<file path="config.mk">
export PLATFORM = sky130hd
export DESIGN_NAME = txcf_core
export DESIGN_NICKNAME = d
export VERILOG_FILES = /design/src/pkg/txcf_pkg.sv /design/src/rtl/txcf_core.sv
export SDC_FILE = /design/constraint.sdc
export NUM_CORES = 2
export LEC_CHECK = 0
export ABC_CLOCK_PERIOD_IN_PS = 10900
export BUFFER_PORTS_ARGS = -buffer_cell sky130_fd_sc_hd__buf_2
export CAP_MARGIN = 15
export CORE_MARGIN = 4
export CORE_UTILIZATION = 45
export DETAILED_ROUTE_END_ITERATION = 8
export SKIP_LAST_GASP = 1
export SLEW_MARGIN = 25
export SYNTH_ARGS = -nofsm -noshare
export SYNTH_HDL_FRONTEND = slang
export SYNTH_SLANG_ARGS = --single-unit
</file>
<file path="constraint.sdc">
create_clock -name clk -period 10.9 [get_ports clk]
set_input_delay 1.635 -clock clk [delete_from_list [all_inputs] [get_ports clk]]
set_output_delay 1.635 -clock clk [all_outputs]
set_load 0.01 [all_outputs]
</file>
<file path="src/pkg/txcf_pkg.sv">
`default_nettype none
package txcf_pkg;
   // ----------------------------------------
   // datapath widths and fifo geometry
   // ----------------------------------------
   localparam int DATA_W = 64;
   localparam int CTRL_W = 8;
   localparam int DEPTH = 32;
   localparam int PTR_W = 5;
   localparam int CNT_W = 6;
   localparam int THR_W = 5;
   localparam logic [CNT_W-1:0] CNT_FULL = 6'h20;
   localparam logic [CNT_W-1:0] CNT_ZERO = 6'h00;
   localparam logic [CNT_W-1:0] CNT_ONE = 6'h01;
   localparam logic [PTR_W-1:0] PTR_ONE = 5'h01;

   // ----------------------------------------
   // register map (byte addresses)
   // ----------------------------------------
   localparam int ADR_W = 4;
   localparam logic [ADR_W-1:0] ADR_CTRL = 4'h0;
   localparam logic [ADR_W-1:0] ADR_THRESH = 4'h4;
   localparam logic [ADR_W-1:0] ADR_STATUS = 4'h8;
   localparam logic [ADR_W-1:0] ADR_IRQ_STAT = 4'hC;
   localparam logic [ADR_W-1:0] ADR_IRQ_MASK = 4'h0;
   localparam logic [ADR_W-1:0] ADR_LEVEL = 4'h4;
   localparam int ADR_PAGE_BIT = 4;
   localparam int WB_ADR_W = 5;

   // field positions
   localparam int MODE_LSB = 0;
   localparam int PFULL_LSB = 0;
   localparam int PEMPTY_LSB = 8;
   localparam int IRQ_N = 4;
   localparam int IRQ_OVF = 0;
   localparam int IRQ_UDF = 1;
   localparam int IRQ_PFULL = 2;
   localparam int IRQ_PEMPTY = 3;

   // reset values
   localparam logic [THR_W-1:0] PFULL_RST = 5'h18;
   localparam logic [THR_W-1:0] PEMPTY_RST = 5'h04;

   // ----------------------------------------
   // modes and carriers
   // ----------------------------------------
   typedef enum logic [1:0] {
      TXCF_PHASE = 2'b00,
      TXCF_REGISTER = 2'b01,
      TXCF_INTERLAKEN = 2'b10,
      TXCF_BASIC = 2'b11
   } txcf_mode_e;

   typedef struct packed {
      logic [DATA_W-1:0] data;
      logic [CTRL_W-1:0] ctrl;
      logic valid;
   } txcf_word_s;

   typedef struct packed {
      logic full;
      logic empty;
      logic pfull;
      logic pempty;
   } txcf_flags_s;
endpackage : txcf_pkg
`default_nettype wire

</file>
<file path="src/rtl/txcf_core.sv">
// Notes on behaviour
// - pcs-side fifo stays in phase compensation
// - phase mode absorbs write/read clock offset
// - register mode bypasses the fifo storage
// - register mode: one output register stage
// - interlaken reads come from frame generator
// - basic mode: elastic, user-controlled reads
// - partially-full threshold programmable 0..31
// - partially-empty threshold programmable 0..31
// - full flag, write-clock synchronous
// - empty flag while no entries held
// - pfull flag once threshold reached
// - pempty flag at or below threshold, unregistered
//
// The address map and register access over Wishbone are this design's own decisions.
`timescale 1ns/1ps
`default_nettype none
module txcf_core
   import txcf_pkg::*;
(
   // clock and reset
   input wire logic clk,
   input wire logic resetn,
   // wishbone slave
   input wire logic wb_cyc_i,
   input wire logic wb_stb_i,
   input wire logic wb_we_i,
   input wire logic [WB_ADR_W-1:0] wb_adr_i,
   input wire logic [3:0] wb_sel_i,
   input wire logic [31:0] wb_dat_i,
   output logic [31:0] wb_dat_o,
   output logic wb_ack_o,
   // user write side
   input wire txcf_word_s wr_word,
   input wire logic wr_en,
   // pcs read side
   input wire logic rd_en,
   input wire logic frame_rd,
   output txcf_word_s rd_word,
   output logic rd_valid,
   // flags and interrupt
   output txcf_flags_s flags,
   output logic irq
);

   // ----------------------------------------
   // functions
   // ----------------------------------------
   function automatic logic [PTR_W-1:0] ptr_inc(input logic [PTR_W-1:0] p);
      ptr_inc = p + PTR_ONE;
   endfunction : ptr_inc

   function automatic logic wb_lane(input logic [3:0] sel, input int lane);
      wb_lane = sel[lane];
   endfunction : wb_lane

   // ----------------------------------------
   // registers
   // ----------------------------------------
   txcf_mode_e mode;
   logic [THR_W-1:0] pfull_thr;
   logic [THR_W-1:0] pempty_thr;
   logic [IRQ_N-1:0] irq_stat;
   logic [IRQ_N-1:0] irq_mask;
   logic ack;

   txcf_word_s mem [DEPTH];
   logic [PTR_W-1:0] wr_ptr;
   logic [PTR_W-1:0] rd_ptr;
   logic [CNT_W-1:0] count;
   txcf_word_s bypass_q;
   txcf_word_s out_q;
   logic out_v;
   logic pfull_q;
   logic full_q;

   // ----------------------------------------
   // bus decode
   // ----------------------------------------
   wire logic bus_req = wb_cyc_i & wb_stb_i & ~ack;
   wire logic bus_wr = bus_req & wb_we_i;
   wire logic page1 = wb_adr_i[ADR_PAGE_BIT];
   wire logic [ADR_W-1:0] adr_lo = wb_adr_i[ADR_W-1:0];
   wire logic hit_ctrl = ~page1 & (adr_lo == ADR_CTRL);
   wire logic hit_thr = ~page1 & (adr_lo == ADR_THRESH);
   wire logic hit_status = ~page1 & (adr_lo == ADR_STATUS);
   wire logic hit_istat = ~page1 & (adr_lo == ADR_IRQ_STAT);
   wire logic hit_imask = page1 & (adr_lo == ADR_IRQ_MASK);
   wire logic hit_level = page1 & (adr_lo == ADR_LEVEL);
   wire logic lane0 = wb_lane(wb_sel_i, 0);
   wire logic lane1 = wb_lane(wb_sel_i, 1);

   // ----------------------------------------
   // fifo control
   // ----------------------------------------
   wire logic is_reg = (mode == TXCF_REGISTER);
   wire logic is_ilk = (mode == TXCF_INTERLAKEN);
   // phase mode fills on every valid word; basic and interlaken only on strobe
   wire logic wr_req = is_ilk ? wr_en : (mode == TXCF_BASIC ? wr_en : wr_word.valid);
   // interlaken drains only when the frame generator asks
   wire logic rd_req = is_ilk ? frame_rd : rd_en;
   wire logic fifo_full = (count == CNT_FULL);
   wire logic fifo_empty = (count == CNT_ZERO);
   wire logic do_wr = ~is_reg & wr_req & ~fifo_full;
   wire logic do_rd = ~is_reg & rd_req & ~fifo_empty;
   wire logic ovf_evt = ~is_reg & wr_req & fifo_full;
   wire logic udf_evt = ~is_reg & rd_req & fifo_empty;
   wire logic [CNT_W-1:0] cnt_inc = count + CNT_ONE;
   wire logic [CNT_W-1:0] cnt_dec = count - CNT_ONE;
   wire logic [CNT_W-1:0] next_count = (do_wr & ~do_rd) ? cnt_inc :
                                       (do_rd & ~do_wr) ? cnt_dec : count;
   wire logic next_pfull = (next_count >= {1'b0, pfull_thr});
   wire logic pempty_now = (count <= {1'b0, pempty_thr});
   wire logic rise_pfull = next_pfull & ~pfull_q;
   wire logic [IRQ_N-1:0] irq_evt = {pempty_now, rise_pfull, udf_evt, ovf_evt};

   // ----------------------------------------
   // storage and pointers
   // ----------------------------------------
   // the pcs-side fifo is a fixed phase-compensation stage outside this block
   always_ff @(posedge clk) begin
      if (do_wr) begin
         mem[wr_ptr] <= wr_word;
      end
   end

   always_ff @(posedge clk or negedge resetn) begin
      if (!resetn) begin
         wr_ptr <= '0;
         rd_ptr <= '0;
         count <= CNT_ZERO;
      end else if (is_reg) begin
         wr_ptr <= '0;
         rd_ptr <= '0;
         count <= CNT_ZERO;
      end else begin
         if (do_wr) wr_ptr <= ptr_inc(wr_ptr);
         if (do_rd) rd_ptr <= ptr_inc(rd_ptr);
         count <= next_count;
      end
   end

   // ----------------------------------------
   // output stage
   // ----------------------------------------
   // register mode relies on one shared clock and valid held high
   always_ff @(posedge clk or negedge resetn) begin
      if (!resetn) begin
         bypass_q <= '0;
      end else begin
         bypass_q <= wr_word;
      end
   end

   always_ff @(posedge clk or negedge resetn) begin
      if (!resetn) begin
         out_q <= '0;
         out_v <= 1'b0;
      end else begin
         out_v <= do_rd;
         if (do_rd) out_q <= mem[rd_ptr];
      end
   end

   assign rd_word = is_reg ? bypass_q : out_q;
   assign rd_valid = is_reg ? bypass_q.valid : out_v;

   // ----------------------------------------
   // flags
   // ----------------------------------------
   always_ff @(posedge clk or negedge resetn) begin
      if (!resetn) begin
         full_q <= 1'b0;
         pfull_q <= 1'b0;
      end else begin
         full_q <= ~is_reg & (next_count == CNT_FULL);
         pfull_q <= ~is_reg & next_pfull;
      end
   end

   // empty and pempty follow the count directly; consumers must synchronise
   wire logic empty_out = is_reg ? 1'b1 : fifo_empty;
   wire logic pempty_out = is_reg ? 1'b1 : pempty_now;
   // one driver for the whole carrier, fields in declaration order
   assign flags = {full_q, empty_out, pfull_q, pempty_out};

   // ----------------------------------------
   // register file
   // ----------------------------------------
   always_ff @(posedge clk or negedge resetn) begin
      if (!resetn) begin
         mode <= TXCF_PHASE;
         pfull_thr <= PFULL_RST;
         pempty_thr <= PEMPTY_RST;
         irq_mask <= '0;
      end else if (bus_wr) begin
         if (hit_ctrl & lane0) mode <= txcf_mode_e'(wb_dat_i[MODE_LSB +: 2]);
         if (hit_thr & lane0) pfull_thr <= wb_dat_i[PFULL_LSB +: THR_W];
         if (hit_thr & lane1) pempty_thr <= wb_dat_i[PEMPTY_LSB +: THR_W];
         if (hit_imask & lane0) irq_mask <= wb_dat_i[IRQ_N-1:0];
      end
   end

   // a new event wins over a write-one-to-clear in the same cycle
   wire logic [IRQ_N-1:0] w1c = (bus_wr & hit_istat & lane0) ? wb_dat_i[IRQ_N-1:0] : '0;
   wire logic [IRQ_N-1:0] next_irq_stat = (irq_stat & ~w1c) | irq_evt;

   always_ff @(posedge clk or negedge resetn) begin
      if (!resetn) begin
         irq_stat <= '0;
      end else begin
         irq_stat <= next_irq_stat;
      end
   end

   assign irq = |(irq_stat & irq_mask);

   // ----------------------------------------
   // read mux and ack
   // ----------------------------------------
   wire logic [31:0] rd_mux =
      hit_ctrl ? {30'h0, mode} :
      hit_thr ? {19'h0, pempty_thr, 3'h0, pfull_thr} :
      hit_status ? {28'h0, flags.full, flags.empty, flags.pfull, flags.pempty} :
      hit_istat ? {28'h0, irq_stat} :
      hit_imask ? {28'h0, irq_mask} :
      hit_level ? {26'h0, count} : 32'h0;

   always_ff @(posedge clk or negedge resetn) begin
      if (!resetn) begin
         ack <= 1'b0;
         wb_dat_o <= '0;
      end else begin
         ack <= bus_req;
         if (bus_req) wb_dat_o <= rd_mux;
      end
   end

   assign wb_ack_o = ack;

endmodule : txcf_core
`default_nettype wire

</file>
---- After elaboration in Yosys (flattened, before gate mapping) ----
Memory sizes are Yosys's and may differ from the RTL's. A register that Yosys moved wholly into a read port is not among the register bits.
Index checks and enable logic that the tools add are counted.
word-level totals
  register bits ........................... 145
  output and inout port bits .............. 112
  bits in writable memories ............... 2336
  word-level logic and storage cells ...... 102
  latch bits .............................. 0
  memories ................................ 1
  bits in read-only memories .............. 0
cells by class
  reduce and logical (&&, ||, !) cells .... 10
  bitwise logic cells ..................... 38
  muxes and demuxes ....................... 23
  add/subtract/negate cells ............... 4
  shift operators ......................... 0
  div/mod/pow operators ................... 0
  magnitude comparators ................... 2
  $mul .................................... 0
  equal/unequal tests ..................... 8
memory list
  memory  depth  width  read ports  clocked after memory_dff  write ports  RTL line         source
  mem     32     73     1           1                         1            txcf_core.sv:67  txcf_word_s mem [DEPTH];
operators by type and width
  cell                                                                    number
  73-bit two-way mux                                                      1
  6-bit two-way mux                                                       7
  1-bit AND                                                               26
  13-bit two-way mux                                                      2
  5-bit two-way mux                                                       4
  6-bit equality test (second input constant)                             2
  5-bit by 1-bit adder with 5-bit output (second input constant)          2
  4-bit AND                                                               2
  4-bit equality test (second input constant)                             2
  1-bit two-way mux                                                       8
  1-bit inverter                                                          8
  2-bit AND reduction                                                     4
  6-bit by 1-bit adder with 6-bit output (second input constant)          1
  6-bit by 5-bit greater-or-equal comparator with 1-bit output            1
  6-bit by 5-bit less-or-equal comparator with 1-bit output               1
  6-bit logical NOT                                                       1
  6-bit by 1-bit subtractor with 6-bit output (second input constant)     1
  2-bit equality test (second input constant)                             2
  4-bit by 3-bit equality test with 1-bit output (second input constant)  1
  4-bit logical NOT                                                       1
  4-bit two-way mux                                                       1
  4-bit inverter                                                          1
  4-bit bitwise OR                                                        1
  2-bit nonzero test                                                      2
  3 further kinds                                                         3

---- Longest topological paths before layout ----
  word-level depth ........................ 12
  mapped depth ............................ 15

---- Worst setup path before layout ----
No wires, ideal clock.
  path type ............................... input to register
  from .................................... input port wr_word[0] (netlist name)
  to ...................................... memory mem[23][0] (netlist name), enable pin
  stages .................................. 6
  setup slack ............................. 2.326 ns
  data arrival time ....................... 7.965 ns
  path through ............................ or3b_1 buf_2 a22oi_1 buf_6 nand3_1 nor3b_1
on the way
  cells in the longest elaborated chain, start to end .. 6
RTL lines
  element                                  RTL line          source
  from (decl)                              txcf_core.sv:34   input wire txcf_word_s wr_word,
  1-bit two-way mux (2 in a row)           txcf_core.sv:99   wire logic wr_req = is_ilk ? wr_en : (mode == TXCF_BASIC ? wr_en : wr_word.valid);
  1-bit AND (2 in a row)                   txcf_core.sv:104  wire logic do_wr = ~is_reg & wr_req & ~fifo_full;
  1-bit two-way mux                        txcf_core.sv:122  if (do_wr) begin
  1-bit two-way mux (not written as such)  txcf_core.sv:123  mem[wr_ptr] <= wr_word;
  to (decl)                                txcf_core.sv:67
Every way passes these cells.

==> flow_metrics.py <==
metrics = {
    "status": {
        "status": "finished clean",
    },
    "synthesis": {
        "ys_warn_count": 0,
        "synth_commonest_cells": "edfxtp_1 (2336), mux4_2 (730), nand2_1 (339)",
        "synth_edf_count": 2336,
        "synth_seq_area_share": 0.7754,
        "synth.area.top_cells": "edfxtp_1 (72%), mux4_2 (17%), dfrtp_1 (5.0%)",
        "ys_ff_latch": 2533,
        "ys_async_sr_fraction": 0.07777,
        "synth_area_um2": 96830,
        "synth.largest_area_cell": "edfxtp_1",
        "syn_area_per_cell_um2": 22.72,
        "synth_top_area_share": 0.7244,
        "netlist_instances": 4262,
        "ys.flop_type": "edfxtp_1",
        "synthDistinctLibCells": 61,
        "yosysMostFrequentCell": "edfxtp_1",
    },
    "die": {
        "fp.coreArea_um2": 214400,
        "die_w_um": 471.9,
        "initial_core_util": 0.4516,
        "die_area_um2": 222700,
        "fp.dieH_um": 471.9,
        "io_pins": 234,
        "rows": 170,
    },
    "worst_setup_path": {
        "cp_slowest_cell": "nand2b_4",
        "r2r_cells": 8,
        "critPathMaxStageDelay_ps": 850,
        "cp.required_ps": 9270,
        "reg2reg_to": "mem[1][67]",
        "cp.arrival_ps": 3640,
        "cp-end-kind": "primary output",
        "crit_top_cell": "nand2_1",
        "reg2reg_slack_ps": 6560,
        "crit_chain": "nand2b_4 -> buf_4 -> nand2_1 -> nand2_1 -> buf_2",
        "r2r_start": "count[0]",
        "startpoint_type": "flop",
        "path_max_fanout": 48,
        "path_class": "flop to primary output",
    },
    "sta": {
        "fin_skew_ps": 64.77,
        "fin_tns_setup_ps": 0,
        "slew_violations": 0,
        "hold_viol": 0,
        "worst_slew_pin_slew_ps": 1038,
        "min_period_ps": 5278,
        "setup_viol": 0,
        "slew_headroom": 0.3083,
        "fin_crit_sh": 0.4842,
        "max_clock_freq_mhz": 189.5,
        "fin_ws_ps": 5622,
        "rsz0062_at_grt": "no",
    },
    "cells_and_area": {
        "finalNetCount": 4757,
        "syn_to_final_growth_pct": 13.96,
        "drive_gt1_frac": 0.3064,
        "n_fill_cell": 16690,
    },
    "cts": {
        "cts-resized-gates": 0,
        "clk_latency_ps": 930,
        "cts-hold-fix-buffers": 0,
        "numCtsBuffers": 281,
        "cts.sinks": 2533,
        "cts_tree": "yes",
        "path_clk_slew_ps": 60,
        "ctsLongestPathBuffers": 4,
        "cts-root-buf": "clkbuf_16",
        "post-cts-setup-buffer-count": 0,
        "cts.htree.levels": 5,
    },
    "min_path": {
        "whs_endpoint": "wb_dat_o[8]",
        "hp-class": "flop to flop",
        "min_delay_path_depth": 2,
        "hold_start": "wb_dat_o[8]",
    },
    "route": {
        "num_vias": 45130,
        "drt-wirelength-per-cell_um": 30.69,
        "routed_wl_um": 235200,
        "drc_errors": 0,
        "via_per_inst": 5.890,
        "antenna_left": 0,
        "dr.pass1.iters": 7,
        "drt_iter0_markers": 4718,
    },
    "global_route": {
        "grt_pass1_wl_um": 340000,
        "grt_max_degree": 122,
        "antenna_found_initial": 13,
        "grt_pass1_vias": 46840,
        "overflow": 0,
        "track_usage": 0.2128,
    },
    "pwr": {
        "p_leak_uw": 0.03549,
        "ir_drop_mv": 0.1929,
        "power_density_nw_per_um2": 243.5,
    },
    "placement": {
        "io_buffers": 188,
        "hpwl_um": 119600,
        "finalWeightedCongestion": 0.7364,
        "pre_cts_ws_ps": 5031,
    },
    "flow_run": {
        "drv_cap": 0,
    },
}
==> logic make-up after synthesis <==
group / Yosys count / share of synthesized area
adder cells (fa/ha/maj): 18 / 0.002326
AND/OR/NAND/NOR: 460 / 0.01991
other: 1 / 0.00003873
XOR/XNOR: 8 / 0.0007236
buffers and inverters: 270 / 0.01281
AO/OA/AOI/OAI: 147 / 0.008993
multiplexers: 825 / 0.1798
flip-flops: 2533 / 0.7754
==> cells in the final DEF (no fill, tap or decap), types with 6 or more instances in the layout <==
| master | instances |
|---|---|
| a21oi_1 | 13 |
| conb_1 | 21 |
| nand2_1 | 338 |
| buf_4 | 87 |
| buf_12 | 17 |
| nand3_1 | 14 |
| edfxtp_1 | 2336 |
| dfrtp_1 | 189 |
| clkinv_2 | 36 |
| o21ai_0 | 90 |
| xor2_1 | 6 |
| o211ai_1 | 7 |
| mux4_2 | 730 |
| clkinv_1 | 49 |
| inv_1 | 19 |
| clkbuf_8 | 23 |
| clkbuf_1 | 64 |
| bufinv_16 | 11 |
| mux2_2 | 16 |
| nand4_1 | 7 |
| nor2_4 | 30 |
| clkbuf_16 | 290 |
| ha_1 | 18 |
| buf_2 | 187 |
| nor2_1 | 27 |
| diode_2 | 6 |
| mux2i_1 | 79 |
==> per-stage QoR <==
stage                     cell area (um2)  total power, uW    util  hold slack, ps  std cells
after floorplan                     96910            16110       -           437.7       4282
after global placement             101400            18170  0.4731           463.4       7161
after detailed placement           101700            18260  0.4741           469.8       7170
after CTS                          110300            27190  0.5144           482.4       7654
after global routing               110300            28000  0.5146           490.8       7658
final                              110300            26870  0.5147           475.8       7662
==> per-layer routing <==
| metal | GRT usage | vias up | wire length (um) |
|---|---|---|---|
| met1 | 0.3059 | 24660 | 100300 |
| li1 | - | 18490 | - |
| met5 | 0 | - | 13 |
| met4 | 0.05674 | 2 | 5932 |
| met2 | 0.3387 | 1618 | 113200 |
| met3 | 0.04020 | 368 | 15710 |
==> sequential cells by signal (all words and copies together), names as in the netlist, 2 cells and up <==
name and flops:
out_q 73, pfull_thr 5, wb_dat_o 11, mode 2
pempty_thr 5, mem 2336, irq_mask 4, rd_ptr 5
bypass_q 73, count 6, irq_stat 4, wr_ptr 5
==> worst max-delay path: cells and delay by family, from the launching register on <==
| kind | cells | cell delay (ps) |
|---|---|---|
| buf+inv | 2 | 780 |
| flops | 1 | 570 |
| simple gates | 3 | 1330 |
==> worst max-delay path by stage <==
stage | from | endpoint | slack (ps)
floorplan | wr_word[0] | mem[23][0] | 2330
global placement | wr_word[0] | mem[1][57] | 5050
detailed placement | wr_word[0] | mem[1][57] | 5030
CTS | mode[1] | rd_word[47] | 5490
global route | mode[1] | rd_word[47] | 5320
finish | mode[1] | rd_word[47] | 5620
==> report_power, final <==
part / internal [uW] / switching, uW / leakage (uW) / total [uW]
Sequential: 11300 / 392 / 0.0234 / 11700
Clock: 5270 / 3660 / 0.00422 / 8930
Combinational: 2910 / 3310 / 0.00785 / 6220
Total: 19500 / 7370 / 0.0355 / 26900
==> final cells by class <==
| class | instances | area (um2) | area share |
|---|---|---|---|
| flip-flops and latches | 2533 | 75100 | 0.6806 |
| clock inverters | 107 | 812.0 | 0.007359 |
| well taps | 2838 | 3551 | 0.03218 |
| repair buffers | 302 | 2138 | 0.01938 |
| inverters | 20 | 75.07 | 0.0006803 |
| multi-input cells | 1479 | 20840 | 0.1889 |
| clock buffers | 377 | 7814 | 0.07081 |
| diodes | 6 | 15.01 | 0.0001361 |
Note: power is estimated with default switching activity, not from simulation.
